[config.mk]
export PLATFORM = sky130hd
export DESIGN_NAME = wake_ctrl
export DESIGN_NICKNAME = d
export VERILOG_FILES = /design/src/logic/pin_sync.v /design/src/logic/retain_ram.v /design/src/logic/wake_ctrl.v
export VERILOG_INCLUDE_DIRS = /design/src /design/src/logic
export SDC_FILE = /design/constraint.sdc
export NUM_CORES = 1
export LEC_CHECK = 0
export ABC_CLOCK_PERIOD_IN_PS = 2900
export BUFFER_PORTS_ARGS = -buffer_cell sky130_fd_sc_hd__buf_2
export CAP_MARGIN = 20
export CORE_MARGIN = 2
export CORE_UTILIZATION = 55
export DETAILED_ROUTE_END_ITERATION = 6
export PLACE_DENSITY = 0.7
export SETUP_SLACK_MARGIN = 0.5
export SYNTH_ARGS = -nofsm -noshare
export SYNTH_HDL_FRONTEND = slang
export SYNTH_SLANG_ARGS = --single-unit
[constraint.sdc]
create_clock -name mclk_i -period 2.9 [get_ports mclk_i]
set_input_delay 0.29 -clock mclk_i [delete_from_list [all_inputs] [get_ports mclk_i]]
set_output_delay 0.29 -clock mclk_i [all_outputs]
set_load 0.02 [all_outputs]
[src/logic/wake_consts.vh]
// constants for the signature wake controller
`ifndef WAKE_CONSTS_VH
`define WAKE_CONSTS_VH

// number of wake pins
`define WK_N          4
`define WK_NW         3
// per-pin wake mode encoding
`define WM_OFF        2'h0
`define WM_ON1        2'h1
`define WM_ON0        2'h2
`define WM_CHG        2'h3
// register offsets
`define A_CTRL        4'h0
`define A_MODE        4'h1
`define A_STAT        4'h2
`define A_IRQ_ST      4'h3
`define A_IRQ_MSK     4'h4
`define A_RAM_ADR     4'h5
`define A_RAM_DAT     4'h6
`define A_CNT         4'h7
`define A_CAPS        4'h8
// reset values
`define RST_MODE      8'h5A
`define RST_CAPS      4'hF
`define RST_CTRL      2'h1
// control bits
`define C_SUSPEND     0
`define C_SWFREEZE    1
// status and interrupt bits
`define I_ENTER       0
`define I_EXIT        1
`define I_SIG         2
`define I_TOG         3
// retained memory
`define RAM_DEPTH     16
`define RAM_AW        4
// standby tick divider, 125 MHz down to 1 MHz
`define CLK_MHZ       125
`define SBY_MHZ       1
`define SBY_DIV       (`CLK_MHZ / `SBY_MHZ)
`define DIV_W         7

`endif

[src/logic/pin_sync.v]
// two-stage synchroniser, advanced on standby ticks
`timescale 1ns/1ps
`include "wake_consts.vh"
module pin_sync (
  input  wire                mclk_i,
  input  wire                reset_i,
  input  wire                tick_i,
  input  wire [`WK_N-1:0]    pin_i,
  output wire [`WK_N-1:0]    pin_o
);

  reg [`WK_N-1:0] meta_ff;
  reg [`WK_N-1:0] stab_ff;

  // ==================================================
  // synchroniser stages
  always @(posedge mclk_i) begin
    if (reset_i) begin
      meta_ff <= {`WK_N{1'b0}};
      stab_ff <= {`WK_N{1'b0}};
    end else if (tick_i) begin
      meta_ff <= pin_i;
      stab_ff <= meta_ff;
    end
  end

  assign pin_o = stab_ff;
endmodule

[src/logic/retain_ram.v]
// retained memory, writes gated while suspended
`timescale 1ns/1ps
`include "wake_consts.vh"
module retain_ram (
  input  wire                mclk_i,
  input  wire                suspend_i,
  input  wire                we_i,
  input  wire [`RAM_AW-1:0]  adr_i,
  input  wire [7:0]          wdat_i,
  output wire [7:0]          rdat_o
);

  reg [7:0] mem_ff [0:`RAM_DEPTH-1];

  // ==================================================
  // storage, no reset so contents survive
  always @(posedge mclk_i) begin
    if (we_i && !suspend_i) begin
      mem_ff[adr_i] <= wdat_i;
    end
  end

  assign rdat_o = mem_ff[adr_i];
endmodule

[src/logic/wake_ctrl.v]
// signature wake controller top level
`timescale 1ns/1ps
`include "wake_consts.vh"
module wake_ctrl (
  input  wire                mclk_i,
  input  wire                reset_i,
  input  wire                freeze_request_i,
  input  wire [`WK_N-1:0]    wake_pin_i,
  input  wire [3:0]          adr_i,
  input  wire [7:0]          wdat_i,
  input  wire                wr_i,
  input  wire                rd_i,
  output reg  [7:0]          rdat_o,
  output reg                 frozen_o,
  output reg                 run_en_o,
  output reg  [7:0]          user_cnt_o,
  output reg                 irq_o
);

  // state codes, one-hot
  localparam [1:0] S_ACTIVE = 2'b01;
  localparam [1:0] S_FROZEN = 2'b10;

  reg  [1:0]             state_ff;
  reg  [1:0]             nxt_state;
  reg  [1:0]             ctrl_ff;
  reg  [7:0]             mode_ff;
  reg  [`WK_N-1:0]       caps_ff;
  reg  [3:0]             irq_st_ff;
  reg  [3:0]             irq_msk_ff;
  reg  [`RAM_AW-1:0]     ram_adr_ff;
  reg  [`DIV_W-1:0]      div_ff;
  reg                    tick_ff;
  reg                    req_d_ff;
  reg  [`WK_N-1:0]       prev_ff;
  reg                    prev_vld_ff;
  wire [`WK_N-1:0]       pin_s;
  wire [7:0]             ram_rdat;
  wire                   req_edge;
  wire                   sw_req;
  wire                   sig_hit;
  wire                   sig_any;
  wire                   tog_hit;
  wire                   wake;
  wire [3:0]             ev;
  integer                i;

  // per-pin mode lookup
  function [1:0] pin_mode;
    input [7:0] m;
    input [`WK_NW-1:0] k;
    begin
      pin_mode = m[k*2 +: 2];
    end
  endfunction

  // ==================================================
  // standby tick divider
  always @(posedge mclk_i) begin
    if (reset_i) begin
      div_ff  <= {`DIV_W{1'b0}};
      tick_ff <= 1'b0;
    end else if (div_ff == `SBY_DIV - 1) begin
      div_ff  <= {`DIV_W{1'b0}};
      tick_ff <= 1'b1;
    end else begin
      div_ff  <= div_ff + 1'b1;
      tick_ff <= 1'b0;
    end
  end

  pin_sync u_sync (
    .mclk_i  (mclk_i),
    .reset_i (reset_i),
    .tick_i  (tick_ff),
    .pin_i   (wake_pin_i),
    .pin_o   (pin_s)
  );

  // ==================================================
  // wake matching
  reg [`WK_N-1:0] lvl_ok;
  reg [`WK_N-1:0] lvl_use;
  reg [`WK_N-1:0] tog_use;
  always @* begin
    lvl_ok  = {`WK_N{1'b1}};
    lvl_use = {`WK_N{1'b0}};
    tog_use = {`WK_N{1'b0}};
    for (i = 0; i < `WK_N; i = i + 1) begin
      case (pin_mode(mode_ff, i[`WK_NW-1:0]))
        `WM_ON1: begin
          lvl_use[i] = caps_ff[i];
          lvl_ok[i]  = pin_s[i] | ~caps_ff[i];
        end
        `WM_ON0: begin
          lvl_use[i] = caps_ff[i];
          lvl_ok[i]  = ~pin_s[i] | ~caps_ff[i];
        end
        `WM_CHG: begin
          tog_use[i] = caps_ff[i];
        end
        default: begin
          lvl_ok[i] = 1'b1;
        end
      endcase
    end
  end

  assign sig_any = |lvl_use;
  assign sig_hit = sig_any & (&lvl_ok);
  assign tog_hit = prev_vld_ff &
                   (|((pin_s ^ prev_ff) & tog_use));
  assign wake    = sig_hit | tog_hit;

  always @(posedge mclk_i) begin
    if (reset_i) begin
      prev_ff     <= {`WK_N{1'b0}};
      prev_vld_ff <= 1'b0;
    end else begin
      prev_ff     <= pin_s;
      prev_vld_ff <= tick_ff | prev_vld_ff;
    end
  end

  // ==================================================
  // request edge detect
  always @(posedge mclk_i) begin
    if (reset_i) begin
      req_d_ff <= 1'b0;
    end else begin
      req_d_ff <= freeze_request_i;
    end
  end
  // press-and-release: act on the falling edge
  assign req_edge = req_d_ff & ~freeze_request_i;
  assign sw_req   = wr_i && (adr_i == `A_CTRL) && wdat_i[`C_SWFREEZE];

  // ==================================================
  // freeze state machine
  always @* begin
    nxt_state = state_ff;
    case (state_ff)
      S_ACTIVE: begin
        if ((req_edge | sw_req) && !wake) begin
          nxt_state = S_FROZEN;
        end
      end
      S_FROZEN: begin
        if (wake) begin
          nxt_state = S_ACTIVE;
        end
      end
      default: begin
        nxt_state = S_ACTIVE;
      end
    endcase
  end

  assign ev[`I_ENTER] = (state_ff == S_ACTIVE) &&
                        (nxt_state == S_FROZEN);
  assign ev[`I_EXIT]  = (state_ff == S_FROZEN) &&
                        (nxt_state == S_ACTIVE);
  assign ev[`I_SIG]   = ev[`I_EXIT] & sig_hit;
  assign ev[`I_TOG]   = ev[`I_EXIT] & tog_hit;

  always @(posedge mclk_i) begin
    if (reset_i) begin
      state_ff   <= S_ACTIVE;
      frozen_o   <= 1'b0;
      run_en_o   <= 1'b1;
      user_cnt_o <= 8'h00;
    end else begin
      state_ff <= nxt_state;
      frozen_o <= (nxt_state == S_FROZEN);
      run_en_o <= (nxt_state == S_ACTIVE);
      if (state_ff == S_ACTIVE) begin
        user_cnt_o <= user_cnt_o + 8'h01;
      end
    end
  end

  // ==================================================
  // retained memory
  retain_ram u_ram (
    .mclk_i    (mclk_i),
    .suspend_i (ctrl_ff[`C_SUSPEND] & (state_ff == S_FROZEN)),
    .we_i      (wr_i && (adr_i == `A_RAM_DAT)),
    .adr_i     (ram_adr_ff),
    .wdat_i    (wdat_i),
    .rdat_o    (ram_rdat)
  );

  // ==================================================
  // register writes
  always @(posedge mclk_i) begin
    if (reset_i) begin
      ctrl_ff    <= `RST_CTRL;
      mode_ff    <= `RST_MODE;
      caps_ff    <= `RST_CAPS;
      irq_msk_ff <= 4'h0;
      ram_adr_ff <= {`RAM_AW{1'b0}};
    end else if (wr_i) begin
      case (adr_i)
        `A_CTRL:    ctrl_ff    <= {1'b0, wdat_i[`C_SUSPEND]};
        `A_MODE:    mode_ff    <= wdat_i;
        `A_CAPS:    caps_ff    <= wdat_i[`WK_N-1:0];
        `A_IRQ_MSK: irq_msk_ff <= wdat_i[3:0];
        `A_RAM_ADR: ram_adr_ff <= wdat_i[`RAM_AW-1:0];
        default:    ram_adr_ff <= ram_adr_ff;
      endcase
    end
  end

  // ==================================================
  // interrupt status, set wins over clear
  always @(posedge mclk_i) begin
    if (reset_i) begin
      irq_st_ff <= 4'h0;
      irq_o     <= 1'b0;
    end else begin
      if (wr_i && (adr_i == `A_IRQ_ST)) begin
        irq_st_ff <= (irq_st_ff & ~wdat_i[3:0]) | ev;
      end else begin
        irq_st_ff <= irq_st_ff | ev;
      end
      irq_o <= |(irq_st_ff & irq_msk_ff);
    end
  end

  // ==================================================
  // register reads
  always @(posedge mclk_i) begin
    if (reset_i) begin
      rdat_o <= 8'h00;
    end else if (rd_i) begin
      case (adr_i)
        `A_CTRL:    rdat_o <= {6'h00, ctrl_ff};
        `A_MODE:    rdat_o <= mode_ff;
        `A_STAT:    rdat_o <= {pin_s, 1'b0, tog_hit, sig_hit,
                               frozen_o};
        `A_IRQ_ST:  rdat_o <= {4'h0, irq_st_ff};
        `A_IRQ_MSK: rdat_o <= {4'h0, irq_msk_ff};
        `A_RAM_ADR: rdat_o <= {4'h0, ram_adr_ff};
        `A_RAM_DAT: rdat_o <= ram_rdat;
        `A_CNT:     rdat_o <= user_cnt_o;
        `A_CAPS:    rdat_o <= {4'h0, caps_ff};
        default:    rdat_o <= 8'h00;
      endcase
    end else begin
      rdat_o <= 8'h00;
    end
  end
endmodule

Word level (Yosys, flattened, before mapping)

Memory sizes are Yosys's and may differ from the RTL's. A register that Yosys moved wholly into a read port is not among the register bits.
Cells that the tools add are included.

Register bits: 68
Bits in latches: 0
Memory bits (writable): 128
Memory bits (read-only): 0
Output and inout port bits: 19
Word-level logic and storage cells: 129
Memories kept: 1

Memory list:

| memory       | depth | bits a word | rd ports | clocked after Yosys merged registers in | write ports | RTL line        | source |
|---|---|---|---|---|---|---|---|
| u_ram.mem_ff | 16    | 8           | 1        | 1                                       | 1           | retain_ram.v:13 | `` reg [7:0] mem_ff [0:`RAM_DEPTH-1]; `` |

Add/sub/neg operators: 2
Multipliers: 0
Divide/modulo/power cells: 0
Order comparisons: 0
Eq/ne operators: 25
Shift-type cells: 0
Mux-type cells: 22
Bitwise operators: 34
Reductions and logical operators: 26

Operators by type and width:

| cell                                                 | count |
|---|---|
| one-hot mux 8 bit (9 select lines)                   | 1 |
| equality test 2 bit (second input constant)          | 10 |
| equality test 4 x 3 -> 1 bit (second input constant) | 4 |
| AND 4 bit                                            | 3 |
| equality test 2 x 1 -> 1 bit (second input constant) | 6 |
| two-way mux 4 bit                                    | 3 |
| OR reduction 2 bit                                   | 6 |
| OR reduction 4 bit                                   | 3 |
| two-way mux 1 bit                                    | 11 |
| bitwise OR 1 bit                                     | 11 |
| NOT 1 bit                                            | 10 |
| AND reduction 2 bit                                  | 5 |
| adder 8 x 1 -> 8 bit (second input constant)         | 1 |
| equality test 4 x 2 -> 1 bit (second input constant) | 2 |
| logical AND 1 bit                                    | 8 |
| bitwise OR 4 bit                                     | 2 |
| one-hot mux 1 bit (2 select lines)                   | 4 |
| adder 7 x 1 -> 7 bit (second input constant)         | 1 |
| equality test 7 bit (second input constant)          | 1 |
| AND 1 bit                                            | 6 |
| equality test 4 x 1 -> 1 bit (second input constant) | 1 |
| equality test 4 bit (second input constant)          | 1 |
| logical NOT 4 bit                                    | 1 |
| two-way mux 2 bit                                    | 2 |
| other kinds (5)                                      | 6 |

Logic depth before layout (Yosys ltp)

Gate-level depths: netlist of run 1.

Depth in word-level cells: 15
Mapped depth: 8

Hierarchy

From an unflattened synthesis of run 1, not the netlist that was laid out.

Cells, all modules: 584
Area total of the unflattened synthesis: 8336.7 µm²

By module, submodules not included:

| module     | times used | cells an instance | area each (µm²) | sequential area each (µm²) |
|---|---|---|---|---|
| retain_ram | 1          | 224               | 5114.9          | 3843.7 |
| wake_ctrl  | 1          | 334               | 2936.6          | 1201.2 |
| pin_sync   | 1          | 26                | 285.3           | 160.2 |

Worst setup path before layout of run 1

No wires, ideal clock.

Path type: input -> register
From: in adr_i[0]
To: mem u_ram.mem_ff[0][0] (enable)
Library setup time: 0.383 ns
Arrival: 1.949 ns
Data required time: 2.517 ns
Path slack: 0.567 ns
Stages on the path: 5
Path through: nand2b_1 -> nor2_1 -> nand3_1 -> or3_1 -> nor3_1

Word-level cells in the longest chain between the ends: 5

RTL lines:

| item                                    | RTL line        | source |
|---|---|---|
| start, declared                         | wake_ctrl.v:9   | `input wire [3:0] adr_i,` |
| equality test 4 x 3 -> 1 bit            | -               |  |
| logical AND 1 bit                       | wake_ctrl.v:187 | `` .we_i (wr_i && (adr_i == `A_RAM_DAT)), `` |
| logical AND 1 bit                       | retain_ram.v:18 | `if (we_i && !suspend_i) begin` |
| two-way mux 1 bit                       | retain_ram.v:18 |  |
| two-way mux 1 bit (not written as such) | retain_ram.v:19 | `mem_ff[adr_i] <= wdat_i;` |
| end, declared                           | retain_ram.v:13 |  |

Every way passes these cells.

==> impl_metrics.sql, run 1 <==
INSERT INTO impl_metrics (metric_group, metric, value, unit) VALUES
('outcome', 'status', 'completed', ''),
('power_and_ir_drop', 'worst_ir_drop_vdd', '0.4337', 'mV'),
('worst_setup_path', 'crit_required', '3.22', 'ns'),
('clock_tree', 'cts.repair_timing.setup_buffer_count', '0', ''),
('synth', 'post_synth_inst_count', '561', ''),
('timing', 'finalWorstPathRequiredPeriod', '2.244', 'ns'),
('timing', 'timing_max_transition_violations_final', '0', ''),
('detailed_routing', 'route.vias.total', '4850', ''),
('detailed_routing', 'routed_wl', '17.36', 'mm'),
('global_route', 'wire_length_of_the_first_global_routing_pass', '27.05', 'mm'),
('worst_setup_path', 'timing.critical_path.from_type', 'register', ''),
('synth', 'synthMostInstantiatedCell', 'sky130_fd_sc_hd__edfxtp_1', ''),
('clock_tree', 'cts-htree-levels', '4', ''),
('floorplan', 'rows', '44', ''),
('timing', 'clock.fmax', '0.4457', 'GHz'),
('global_route', 'total_congestion_overflow', '0', ''),
('floorplan', 'total_die_area', '15900', 'um2'),
('timing', 'skew', '0.009082', 'ns'),
('timing', 'tightest_slew', '0.9095', 'ns'),
('clock_tree', 'post_cts_resized', '0', ''),
('floorplan', 'initial_util', '56.42', '%'),
('synth', 'post_synth_most_frequent_cells', 'sky130_fd_sc_hd__edfxtp_1, sky130_fd_sc_hd__dfxtp_1, sky130_fd_sc_hd__nor2_1, sky130_fd_sc_hd__nand2_1, sky130_fd_sc_hd__mux4_2', ''),
('synth', 'synthDominantCellAreaShare', '46.87', '%'),
('worst_setup_path', 'worst_path_dominant_cell_family', 'multiplexers', ''),
('synth', 'yosys_warnings', '0', ''),
('timing', 'rsz0062_at_grt', 'false', ''),
('synth', 'synth_edf_count', '128', ''),
('place', 'detailed_place.area', '8682', 'um2'),
('synth', 'post-synth-top-area-cell', 'sky130_fd_sc_hd__edfxtp_1', ''),
('floorplan', 'die_height', '126.1', 'um'),
('timing', 'maxSlewHeadroom', '38.90', '%'),
('worst_setup_path', 'timing.critical_path.buf_inv', '1', ''),
('final_layout', 'layout-drive-gt1-share', '21.24', '%'),
('final_layout', 'final_cells', '815', ''),
('final_layout', 'finalNetCount', '652', ''),
('floorplan', 'core', '14530', 'um2'),
('detailed_routing', 'detail_route.iter0.violations', '644', ''),
('hold_path', 'min-delay-path-class', 'input pin to register', ''),
('clock_tree', 'cts_buffers', '17', ''),
('synth', 'yosys_most_used_dff', 'sky130_fd_sc_hd__edfxtp_1', ''),
('floorplan', 'design.portCount', '40', ''),
('final_layout', 'antenna_cells_inserted', '0', ''),
('clock_tree', 'cts.hold.buffers_added', '0', ''),
('detailed_routing', 'post_drt_via_cell_ratio', '5.951', ''),
('detailed_routing', 'remaining_drc_errors', '0', ''),
('place', 'portBuffers', '39', ''),
('power_and_ir_drop', 'power.leakage', '0.003183', 'uW'),
('synth', 'synthesized_netlist_net_count', '595', ''),
('worst_setup_path', 'worst_path_max_delay_cell', 'sky130_fd_sc_hd__mux4_1', ''),
('synth', 'async_reset_ff_share', '0', '%'),
('worst_setup_path', 'worstPathCellList', 'buf_4 > mux4_1 > mux4_2 > a221oi_1 > nor2_1', ''),
('worst_setup_path', 'worstPathArrival', '2.56', 'ns'),
('clock_tree', 'clock_path_buffers', '2', ''),
('place', 'globalplace.congestion', '0.8936', ''),
('global_route', 'antenna_found_initial', '0', ''),
('place', 'dp.final_hpwl', '11.65', 'mm'),
('synth', 'post_synth_num_cell_types', '52', ''),
('detailed_routing', 'detail_route.wl_per_cell', '21.31', 'um'),
('worst_setup_path', 'critical_path.endpoint_type', 'register', ''),
('synth', 'synth.cell_area', '8200', 'um2'),
('final_layout', 'syn_to_final_growth', '12.73', '%'),
('floorplan', 'die_w', '126.1', 'um'),
('worst_setup_path', 'path_max_fanout', '23', ''),
('worst_setup_path', 'critical_path.max_stage_delay', '0.60', 'ns'),
('global_route', 'grt_max_degree', '40', ''),
('clock_tree', 'worst_skew_pair.late_latency', '0.44', 'ns'),
('global_route', 'via_count_of_the_first_global_routing_pass', '4765', ''),
('synth', 'synth.avg_cell_area', '14.62', 'um2'),
('final_layout', 'finish.instance_area', '9244', 'um2'),
('worst_setup_path', 'path_class', 'register to register', ''),
('synth', 'seq_area_frac_synth', '64.45', '%');
## per-stage QoR
stage / util, % / setup slack (ns) / total power (uW)
CTS: 63.60 / 0.6198 / 5823
finish: 63.60 / 0.6563 / 5784
detailed placement: 59.74 / 0.6574 / 3607
floorplan: - / 0.5675 / 3455
global placement: 59.74 / 0.6995 / 3583
global route: 63.60 / 0.5084 / 6003
## cells by family (layout without fill, tap and decap cells)
| group | count (synthesis) | in the layout | synth area share, % |
|---|---|---|---|
| flip-flops | 200 | 200 | 64.45 |
| AO/OA/AOI/OAI | 55 | 55 | 4.791 |
| XOR/XNOR | 17 | 17 | 1.816 |
| multiplexers | 74 | 74 | 15.43 |
| AND/OR/NAND/NOR | 166 | 166 | 9.475 |
| buffers and inverters | 36 | 106 | 2.060 |
| adder cells (fa/ha/maj) | 13 | 13 | 1.984 |
## layer usage
metal  up-vias  GRT usage [%]  part of all wire [%]
met2       182          35.96                    48
met3        26          5.140                   6.0
met4         0          7.822                   2.0
li1       2255              -                     -
met1      2387          31.29                    44
met5         -              0                     0
## layout make-up
| class | instances | area (um2) |
|---|---|---|
| repair buffers | 62 | 367.9 |
| flip-flops and latches | 200 | 5286 |
| fillers | 1084 | 5290 |
| multi-input cells | 325 | 2753 |
| inverters | 12 | 45.04 |
| well taps | 184 | 230.2 |
| clock buffers | 18 | 429.2 |
| clock inverters | 14 | 132.6 |
## sequential cells by signal, indices dropped and copies added (netlist names), named ones only
register,cells
mode_ff,8
run_en_o,1
irq_st_ff,4
rdat_o,8
tick_ff,1
div_ff,7
u_sync.meta_ff,4
u_sync.pin_o,4
user_cnt_o,8
ram_adr_ff,4
prev_vld_ff,1
caps_ff,4
ctrl_ff,1
u_ram.mem_ff,128
irq_o,1
frozen_o,1
irq_msk_ff,4
state_ff,2
req_d_ff,1
prev_ff,4
## path summary, 6_finish.rpt
kind	from	end	slack, ns	cells after the start
max	register	rdat_o[4]$_SDFF_PP0_	0.66	5
min	freeze_request_i	req_d_ff$_SDFF_PP0_	0.08	2
max reg2reg	register	rdat_o[4]$_SDFF_PP0_	0.66	5
min reg2reg	prev_vld_ff$_SDFF_PP0_	prev_vld_ff$_SDFF_PP0_	0.48	2
## report_power, final
part | leakage [uW] | switching, uW | internal, uW | total (uW)
clock | 0.000270 | 1100 | 1140 | 2240
sequential | 0.00173 | 57.8 | 3070 | 3130
combinational | 0.00118 | 255 | 162 | 417
total | 0.00318 | 1420 | 4370 | 5780
## layout by cell type, fill, tap and decap left out, types with 4 or more instances in the layout
master                      instances
sky130_fd_sc_hd__and3_1             4
sky130_fd_sc_hd__ha_1              13
sky130_fd_sc_hd__inv_8              6
sky130_fd_sc_hd__nand2_1           36
sky130_fd_sc_hd__mux4_2            35
sky130_fd_sc_hd__a21oi_1           11
sky130_fd_sc_hd__dfxtp_1           71
sky130_fd_sc_hd__a22oi_1            7
sky130_fd_sc_hd__mux2i_1           30
sky130_fd_sc_hd__nand2b_1           8
sky130_fd_sc_hd__nor2b_1           14
sky130_fd_sc_hd__inv_1             11
sky130_fd_sc_hd__buf_4             23
sky130_fd_sc_hd__buf_2             39
sky130_fd_sc_hd__nor2_1            64
sky130_fd_sc_hd__nand3_1           12
sky130_fd_sc_hd__clkbuf_16         17
sky130_fd_sc_hd__nor3_1             8
sky130_fd_sc_hd__nand4_1            6
sky130_fd_sc_hd__xor2_1             7
sky130_fd_sc_hd__mux2_2             4
sky130_fd_sc_hd__edfxtp_1         128
sky130_fd_sc_hd__o21ai_0            7
sky130_fd_sc_hd__mux4_1             5
sky130_fd_sc_hd__a221oi_1           6
sky130_fd_sc_hd__a22o_1             5
sky130_fd_sc_hd__xnor2_1           10
Power figures use the tool's default switching activity.
==> run 2, diff against run 1 <==
Settings changed: ABC_AREA set to 1, ABC_CLOCK_PERIOD_IN_PS 2900 to 2300.
Clock period 2.9 ns to 2.3 ns, I/O delays scaled along.
==> run 2 against run 1 <==
  * Clock-buffer cell count is 5 higher
  * Clock skew is 0.0063 ns higher
  * First-iteration DRC count is 8.5% lower
  * Flip-flop and latch count stayed put
  * Utilization is 1.2 points higher
  * Synthesized cell count is 47% higher
  * Hold slack worse by 0.078 ns
  * Power is 30% higher
  * Area after synthesis is 2.7% higher
  * Die area is 2.6% higher
  * Critical endpoint is now irq_st_ff[3]$_SDFF_PP0_
  * Largest cell class unchanged
==> impl_metrics.sql, run 2 <==
INSERT INTO impl_metrics (metric_group, metric, value, unit) VALUES
('outcome', 'status', 'completed', ''),
('global_route', 'total_congestion_overflow', '0', ''),
('final_layout', 'most-common-layout-cells', 'sky130_fd_sc_hd__nor2_1, sky130_fd_sc_hd__edfxtp_1, sky130_fd_sc_hd__nand2_1', ''),
('floorplan', 'die_w', '127.8', 'um'),
('clock_tree', 'cts_buffers', '17', ''),
('final_layout', 'syn_to_final_growth', '16.10', '%'),
('place', 'detailedPlace.worstSlack', '0.2303', 'ns'),
('floorplan', 'rows', '45', ''),
('place', 'portBuffers', '39', ''),
('global_route', 'grt_overall_usage', '26.11', '%'),
('floorplan', 'initial_util', '55.83', '%'),
('synth', 'async_reset_ff_share', '0', '%'),
('power_and_ir_drop', 'switching_share', '23.59', '%'),
('worst_setup_path', 'path_max_fanout', '6', ''),
('power_and_ir_drop', 'power_frac_seq', '52.1', '%'),
('clock_tree', 'clock_path_buffers', '2', ''),
('detailed_routing', 'remaining_drc_errors', '0', ''),
('synth', 'synth.cell_area', '8424', 'um2'),
('detailed_routing', 'final_antenna_net_count', '0', ''),
('clock_tree', 'cts_tree', 'built', ''),
('worst_setup_path', 'path_class', 'register to register', ''),
('final_layout', 'layout.cells.most_common', 'sky130_fd_sc_hd__nor2_1', ''),
('clock_tree', 'worst_skew_pair.late_latency', '0.45', 'ns'),
('hold_path', 'min-delay-path-class', 'input pin to register', ''),
('synth', 'yosys_warnings', '0', ''),
('synth', 'synth.avg_cell_area', '10.25', 'um2'),
('place', 'dp.final_hpwl', '14.09', 'mm'),
('synth', 'seq_area_frac_synth', '62.74', '%'),
('floorplan', 'design.portCount', '40', ''),
('synth', 'synthesized_netlist_net_count', '856', ''),
('synth', 'post_synth_num_cell_types', '40', ''),
('final_layout', 'n_fill_cell', '1183', ''),
('final_layout', 'antenna_cells_inserted', '0', ''),
('power_and_ir_drop', 'intPower', '5753', 'uW'),
('power_and_ir_drop', 'p_comb_share', '8.3', '%'),
('synth', 'synthDominantCellAreaShare', '45.63', '%'),
('final_layout', 'largest_register', 'u_ram.mem_ff', ''),
('power_and_ir_drop', 'clockPowerShare', '39.6', '%'),
('detailed_routing', 'pre_antenna_drt_iters', '5', ''),
('global_route', 'antenna_found_initial', '0', ''),
('timing', 'tightest_slew', '0.5408', 'ns'),
('detailed_routing', 'detail_route.iter0.violations', '589', ''),
('clock_tree', 'cts.hold.buffers_added', '0', ''),
('job', 'cap_viol_max_count', '0', ''),
('timing', 'rsz0062_at_grt', 'true', ''),
('timing', 'clock.fmax', '0.5544', 'GHz'),
('synth', 'ys_top_cells_by_area', 'sky130_fd_sc_hd__edfxtp_1, sky130_fd_sc_hd__dfxtp_1, sky130_fd_sc_hd__nor2_1', ''),
('timing', 'skew', '0.01534', 'ns'),
('clock_tree', 'root_buffer', 'sky130_fd_sc_hd__clkbuf_16', ''),
('floorplan', 'die_height', '127.8', 'um'),
('detailed_routing', 'routed_wl', '21.03', 'mm'),
('synth', 'post_synth_most_frequent_cells', 'sky130_fd_sc_hd__nor2_1, sky130_fd_sc_hd__edfxtp_1, sky130_fd_sc_hd__nand2_1, sky130_fd_sc_hd__dfxtp_1, sky130_fd_sc_hd__o21ai_0', ''),
('worst_setup_path', 'critical_path.endpoint_type', 'register', ''),
('synth', 'yosys_most_used_dff', 'sky130_fd_sc_hd__edfxtp_1', ''),
('worst_setup_path', 'timing.critical_path.from_type', 'register', ''),
('final_layout', 'multiInputGateArea', '2870', 'um2'),
('clock_tree', 'cts.reportedPaths.clkPinSlew', '0.07', 'ns'),
('global_route', 'grt_max_degree', '65', ''),
('final_layout', 'largest_register_ff_count', '128', ''),
('timing', 'finalWorstPathRequiredPeriod', '1.804', 'ns'),
('synth', 'post-synth-top-area-cell', 'sky130_fd_sc_hd__edfxtp_1', ''),
('synth', 'synth_edf_count', '128', ''),
('final_layout', 'layout-drive-gt1-share', '20.29', '%'),
('timing', 'setup-violations-final', '0', ''),
('floorplan', 'core', '15090', 'um2'),
('timing', 'min_period_over_period', '78.43', '%'),
('detailed_routing', 'detail_route.wl_per_cell', '19.38', 'um'),
('timing', 'tns', '0', 'ns'),
('power_and_ir_drop', 'power.leakage', '0.003616', 'uW'),
('synth', 'post_synth_inst_count', '822', ''),
('floorplan', 'total_die_area', '16320', 'um2'),
('detailed_routing', 'route.vias.total', '6287', ''),
('clock_tree', 'tritoncts_num_sinks', '200', ''),
('place', 'globalplace.congestion', '0.9104', ''),
('synth', 'synthMostInstantiatedCell', 'sky130_fd_sc_hd__nor2_1', ''),
('power_and_ir_drop', 'power.net_switching', '1776', 'uW'),
('timing', 'timing_hold_violations_final', '0', ''),
('power_and_ir_drop', 'power.density', '769.8', 'nW/um2'),
('timing', 'timing_max_transition_violations_final', '0', ''),
('timing', 'setup_ws', '0.4961', 'ns'),
('global_route', 'via_count_of_the_first_global_routing_pass', '6111', ''),
('global_route', 'wire_length_of_the_first_global_routing_pass', '32.05', 'mm'),
('power_and_ir_drop', 'worst_ir_drop_vdd', '0.5077', 'mV'),
('timing', 'maxSlewHeadroom', '63.94', '%'),
('worst_setup_path', 'worstPathArrival', '2.12', 'ns'),
('detailed_routing', 'post_drt_via_cell_ratio', '5.794', ''),
('synth', 'ys_ff_latch', '200', ''),
('clock_tree', 'cts-htree-levels', '4', ''),
('final_layout', 'seqCellArea', '5305', 'um2'),
('worst_setup_path', 'crit_required', '2.61', 'ns'),
('final_layout', 'finalNetCount', '918', '');
==> run 2: cell types whose count changed in the layout (fill, tap and decap cells not counted), moves of 13 or more <==
cell                       change
sky130_fd_sc_hd__nand3_1      +22
sky130_fd_sc_hd__o21ai_0      +60
sky130_fd_sc_hd__o21ai_1      +20
sky130_fd_sc_hd__nand2_1      +53
sky130_fd_sc_hd__inv_2        +15
sky130_fd_sc_hd__nor2_1       +87
sky130_fd_sc_hd__a21oi_1      +15
sky130_fd_sc_hd__mux4_2       -35
sky130_fd_sc_hd__o211ai_1     +29
sky130_fd_sc_hd__mux2i_1      -30
sky130_fd_sc_hd__nand2_2      +13
sky130_fd_sc_hd__inv_1        +41
sky130_fd_sc_hd__nor2b_1      -14
==> run 2: final timing paths <==
path	startpoint	endpoint	slack, ns	cells past startpoint
worst max register to register	mode_ff[2]$_SDFFE_PP0P_	irq_st_ff[3]$_SDFF_PP0_	0.50	13
worst max-delay path	mode_ff[2]$_SDFFE_PP0P_	irq_st_ff[3]$_SDFF_PP0_	0.50	13
worst min register to register	div_ff[0]$_SDFF_PP0_	div_ff[0]$_SDFF_PP0_	0.46	1
worst min-delay path	freeze_request_i	req_d_ff$_SDFF_PP0_	0.005	3
==> run 2: power by group through the flow <==
stage               Clock (uW)  Sequential [uW]  Combinational [uW]
floorplan                    0             4020                 323
global placement             0             4000                 539
detailed placement           0             4000                 558
CTS                       3010             3920                 566
global route              3150             3930                 686
finish                    2980             3930                 623
==> run 2: per-stage QoR <==
step | area [um2] | total power (uW) | utilization (%) | std cells | hold WS, ns
detailed placement | 8887 | 4560 | 58.90 | 1045 | 0.4507
floorplan | 8424 | 4347 | - | 822 | 0.3289
CTS | 9569 | 7497 | 63.42 | 1080 | 0.006381
global placement | 8887 | 4538 | 58.90 | 1045 | 0.4421
global route | 9781 | 7762 | 64.82 | 1085 | 0.008366
finish | 9781 | 7529 | 64.82 | 1085 | 0.004581
==> run 2: what timing repair did <==
item / in CTS / in global routing
buffers inserted: 3 / 5
gates resized for setup: 19 / 43
setup endpoints to repair: 142 / 78
pin swaps: 5 / 18
==> run 2: cell families (layout without fill, tap and decap cells) <==
| logic type | count (synthesis) | after routing | synth area share [%] |
|---|---|---|---|
| xor+xnor | 2 | 2 | 0.2080 |
| flops | 200 | 200 | 62.74 |
| buf+inv | 101 | 176 | 5.377 |
| simple gates | 327 | 327 | 17.02 |
| compound gates | 179 | 179 | 12.73 |
| fa+ha+maj | 13 | 13 | 1.931 |
==> run 2: area by class of cell <==
| class | count | area share (%) |
|---|---|---|
| Multi-Input combinational cell | 521 | 29.35 |
| Inverter | 69 | 2.750 |
| Clock buffer | 23 | 5.219 |
| Timing Repair Buffer | 75 | 5.181 |
| Tap cell | 188 | 2.405 |
| Sequential cell | 200 | 54.24 |
| Clock inverter | 9 | 0.8571 |
==> run 2: worst max-delay path, cell delays in order (launching register included) <==
cell and delay, ns:
sky130_fd_sc_hd__dfxtp_2 0.35, sky130_fd_sc_hd__inv_2 0.06, sky130_fd_sc_hd__ha_4 0.23, sky130_fd_sc_hd__inv_2 0.06
sky130_fd_sc_hd__nand2_2 0.06, sky130_fd_sc_hd__nand3b_1 0.16, sky130_fd_sc_hd__nand2_1 0.08, sky130_fd_sc_hd__inv_2 0.05
sky130_fd_sc_hd__nand2_4 0.11, sky130_fd_sc_hd__nand3_2 0.09, sky130_fd_sc_hd__a21oi_2 0.18, sky130_fd_sc_hd__nand2_4 0.10
sky130_fd_sc_hd__nand4_1 0.10, sky130_fd_sc_hd__a21oi_1 0.07
==> run 2: per-layer routing <==
layer | global-route usage (%) | up-vias | wire (um)
met5 | 0 | - | 0
met4 | 11.31 | 0 | 685
met3 | 4.967 | 51 | 1207
met2 | 44.35 | 245 | 10430
met1 | 32.85 | 2997 | 8703
li1 | - | 2994 | -
==> run 3, diff against run 2 <==
Settings changed: ABC_AREA 1 to 0, ABC_CLOCK_PERIOD_IN_PS 2300 to 1810.
Clock period 2.3 ns to 1.81 ns, I/O delays scaled along.
==> run 3 against run 2 <==
  * The flow now finishes with violations (setup timing)
  * Final cell count fell by 19%
  * Largest power group unchanged
  * Flip-flop and latch count did not move
  * Worst setup slack got worse by 0.74 ns
  * Sequential power rose by 27%
  * First-iteration DRC count fell by 18%
  * Hold slack improved by 0.014 ns
  * Global-route usage rose by 0.088 points
  * Die area fell by 2.6%
  * Non-clock buffer count rose by 52
==> impl_metrics.sql, run 3 (synthesized netlist as in run 1, its figures left out) <==
INSERT INTO impl_metrics (metric_group, metric, value, unit) VALUES
('clock_tree', 'root_buffer', 'sky130_fd_sc_hd__clkbuf_16', ''),
('place', 'dpl.cell_count', '812', ''),
('timing', 'clock.fmax', '0.4874', 'GHz'),
('timing', 'setup-violations-final', '14', ''),
('worst_setup_path', 'path_class', 'register to register', ''),
('place', 'dp.final_hpwl', '12.72', 'mm'),
('floorplan', 'die_w', '126.1', 'um'),
('power_and_ir_drop', 'power.leakage', '0.003653', 'uW'),
('power_and_ir_drop', 'p_comb_share', '9.3', '%'),
('worst_setup_path', 'timing.critical_path.from_type', 'register', ''),
('job', 'cap_viol_max_count', '0', ''),
('final_layout', 'syn_to_final_growth', '28.47', '%'),
('floorplan', 'total_die_area', '15900', 'um2'),
('clock_tree', 'clock_path_buffers', '2', ''),
('power_and_ir_drop', 'worst_ir_drop_vdd', '0.6387', 'mV'),
('timing', 'skew', '0.01203', 'ns'),
('detailed_routing', 'post_drt_via_cell_ratio', '6.047', ''),
('place', 'portBuffers', '39', ''),
('timing', 'min_period_over_period', '113.4', '%'),
('floorplan', 'rows', '44', ''),
('outcome', 'failed_checks', 'setup timing', ''),
('final_layout', 'finish.instance_area', '10540', 'um2'),
('detailed_routing', 'final_antenna_net_count', '0', ''),
('global_route', 'wire_length_of_the_first_global_routing_pass', '31.08', 'mm'),
('final_layout', 'finalNetCount', '717', ''),
('outcome', 'status', 'complete, but fails checks', ''),
('power_and_ir_drop', 'switching_share', '23.32', '%'),
('floorplan', 'die_height', '126.1', 'um'),
('power_and_ir_drop', 'power.density', '920.1', 'nW/um2'),
('clock_tree', 'cts-htree-levels', '4', ''),
('final_layout', 'largest_register_ff_count', '128', ''),
('detailed_routing', 'remaining_drc_errors', '0', ''),
('timing', 'tns', '-2.071', 'ns'),
('power_and_ir_drop', 'intPower', '7433', 'uW'),
('global_route', 'antenna_found_initial', '1', ''),
('hold_path', 'min-delay-path-class', 'input pin to register', ''),
('place', 'globalplace.congestion', '0.9161', ''),
('global_route', 'grt_overall_usage', '26.20', '%'),
('final_layout', 'post-route-util', '72.49', '%'),
('detailed_routing', 'detail_route.iter0.violations', '483', ''),
('final_layout', 'n_fill_cell', '923', ''),
('global_route', 'via_count_of_the_first_global_routing_pass', '5309', ''),
('global_route', 'total_congestion_overflow', '0', ''),
('worst_setup_path', 'critical_path.endpoint_type', 'register', ''),
('floorplan', 'core', '14530', 'um2'),
('detailed_routing', 'detail_route.wl_per_cell', '23.35', 'um'),
('timing', 'timing_max_transition_violations_final', '0', ''),
('place', 'detailed_place.area', '9229', 'um2'),
('global_route', 'grt_max_degree', '29', ''),
('floorplan', 'initial_util', '56.42', '%'),
('clock_tree', 'tritoncts_num_sinks', '200', ''),
('timing', 'rsz0062_at_grt', 'true', ''),
('power_and_ir_drop', 'power.net_switching', '2260', 'uW'),
('timing', 'tightest_slew', '0.7914', 'ns'),
('worst_setup_path', 'path_max_fanout', '5', ''),
('timing', 'maxSlewHeadroom', '46.49', '%'),
('timing', 'setup_ws', '-0.2418', 'ns'),
('clock_tree', 'cts_tree', 'built', ''),
('power_and_ir_drop', 'power_frac_seq', '51.7', '%'),
('worst_setup_path', 'crit_required', '2.12', 'ns'),
('final_layout', 'layout.cells.most_common', 'sky130_fd_sc_hd__edfxtp_1', ''),
('worst_setup_path', 'worstPathArrival', '2.37', 'ns'),
('clock_tree', 'cts_buffers', '17', ''),
('floorplan', 'design.portCount', '40', ''),
('final_layout', 'final_cells', '881', ''),
('final_layout', 'layout-drive-gt1-share', '39.22', '%'),
('power_and_ir_drop', 'clockPowerShare', '39.0', '%'),
('clock_tree', 'worst_skew_pair.late_latency', '0.44', 'ns'),
('timing', 'timing_hold_violations_final', '0', ''),
('final_layout', 'largest_register', 'u_ram.mem_ff', ''),
('detailed_routing', 'route.vias.total', '5327', ''),
('power_and_ir_drop', 'finalPower', '9693', 'uW'),
('final_layout', 'most-common-layout-cells', 'sky130_fd_sc_hd__edfxtp_1, sky130_fd_sc_hd__dfxtp_1, sky130_fd_sc_hd__nor2_1', ''),
('clock_tree', 'cts.reportedPaths.clkPinSlew', '0.07', 'ns'),
('timing', 'finalWorstPathRequiredPeriod', '2.052', 'ns'),
('detailed_routing', 'routed_wl', '20.57', 'mm'),
('detailed_routing', 'pre_antenna_drt_iters', '5', '');
[run 3: cell types whose count changed in the layout (fill, tap and decap cells not counted), moves of 19 or more]
cell                       delta
sky130_fd_sc_hd__nand3_1     -24
sky130_fd_sc_hd__nand2_1     -59
sky130_fd_sc_hd__o21ai_0     -66
sky130_fd_sc_hd__mux4_2      +40
sky130_fd_sc_hd__nor2_1     -101
sky130_fd_sc_hd__o211ai_1    -29
sky130_fd_sc_hd__mux2i_1     +30
sky130_fd_sc_hd__a21oi_1     -19
sky130_fd_sc_hd__inv_1       -47
[run 3: layout make-up]
type	instances	area (um2)	area share, %
clock buffers	24	536.8	5.095
inverters	12	47.55	0.4513
flip-flops and latches	200	5310	50.40
diodes	1	2.502	0.02375
repair buffers	127	1247	11.84
clock inverters	8	55.05	0.5226
multi-input cells	325	3105	29.48
well taps	184	230.2	2.185
[run 3: metal layers]
layer / wire length, um / up-vias / track usage [%]
li1: - / 2384 / -
met1: 8028 / 2673 / 33.80
met2: 10920 / 232 / 44.94
met3: 1109 / 38 / 4.885
met4: 512 / 0 / 9.114
met5: 0 / - / 0
[run 3: worst paths after layout]
path	slack (ns)	depth (start not counted)	end	from
worst max-delay path	-0.24	5	rdat_o[6]$_SDFF_PP0_	register
worst min-delay path	0.02	3	u_sync.meta_ff[2]$_SDFFE_PP0P_	wake_pin_i[2]
worst max register to register	-0.24	5	rdat_o[6]$_SDFF_PP0_	register
worst min register to register	0.46	1	div_ff[0]$_SDFF_PP0_	div_ff[0]$_SDFF_PP0_
[run 3: critical path, cell delays in order (launching register included)]
cell and delay (ns):
sky130_fd_sc_hd__dfxtp_4 0.43, sky130_fd_sc_hd__clkbuf_16 0.18, sky130_fd_sc_hd__mux4_2 0.50, sky130_fd_sc_hd__mux4_2 0.51
sky130_fd_sc_hd__a221oi_2 0.25, sky130_fd_sc_hd__nor2_1 0.06
[run 3: power by group through the flow]
stage	sequential, uW	combinational [uW]	clock [uW]
floorplan	5150	477	0
global placement	5100	770	0
detailed placement	5110	800	0
CTS	5010	842	3790
global route	5020	978	4010
finish	5010	900	3780
[run 3: what timing repair did]
action                     CTS  global route
hold buffers                 4             0
resized for setup           34            29
pin swaps                   29            37
hold endpoints to repair     4             0
setup endpoints to repair  146           152
setup buffers               22             7
cloned                       1             2
[run 3: stage by stage]
stage               hold slack, ns  setup slack (ns)
global placement            0.4133           -0.1853
CTS                        0.01683           -0.2222
finish                     0.01886           -0.2418
global route               0.02829           -0.2907
floorplan                   0.2799           -0.1224
detailed placement          0.4212           -0.2191
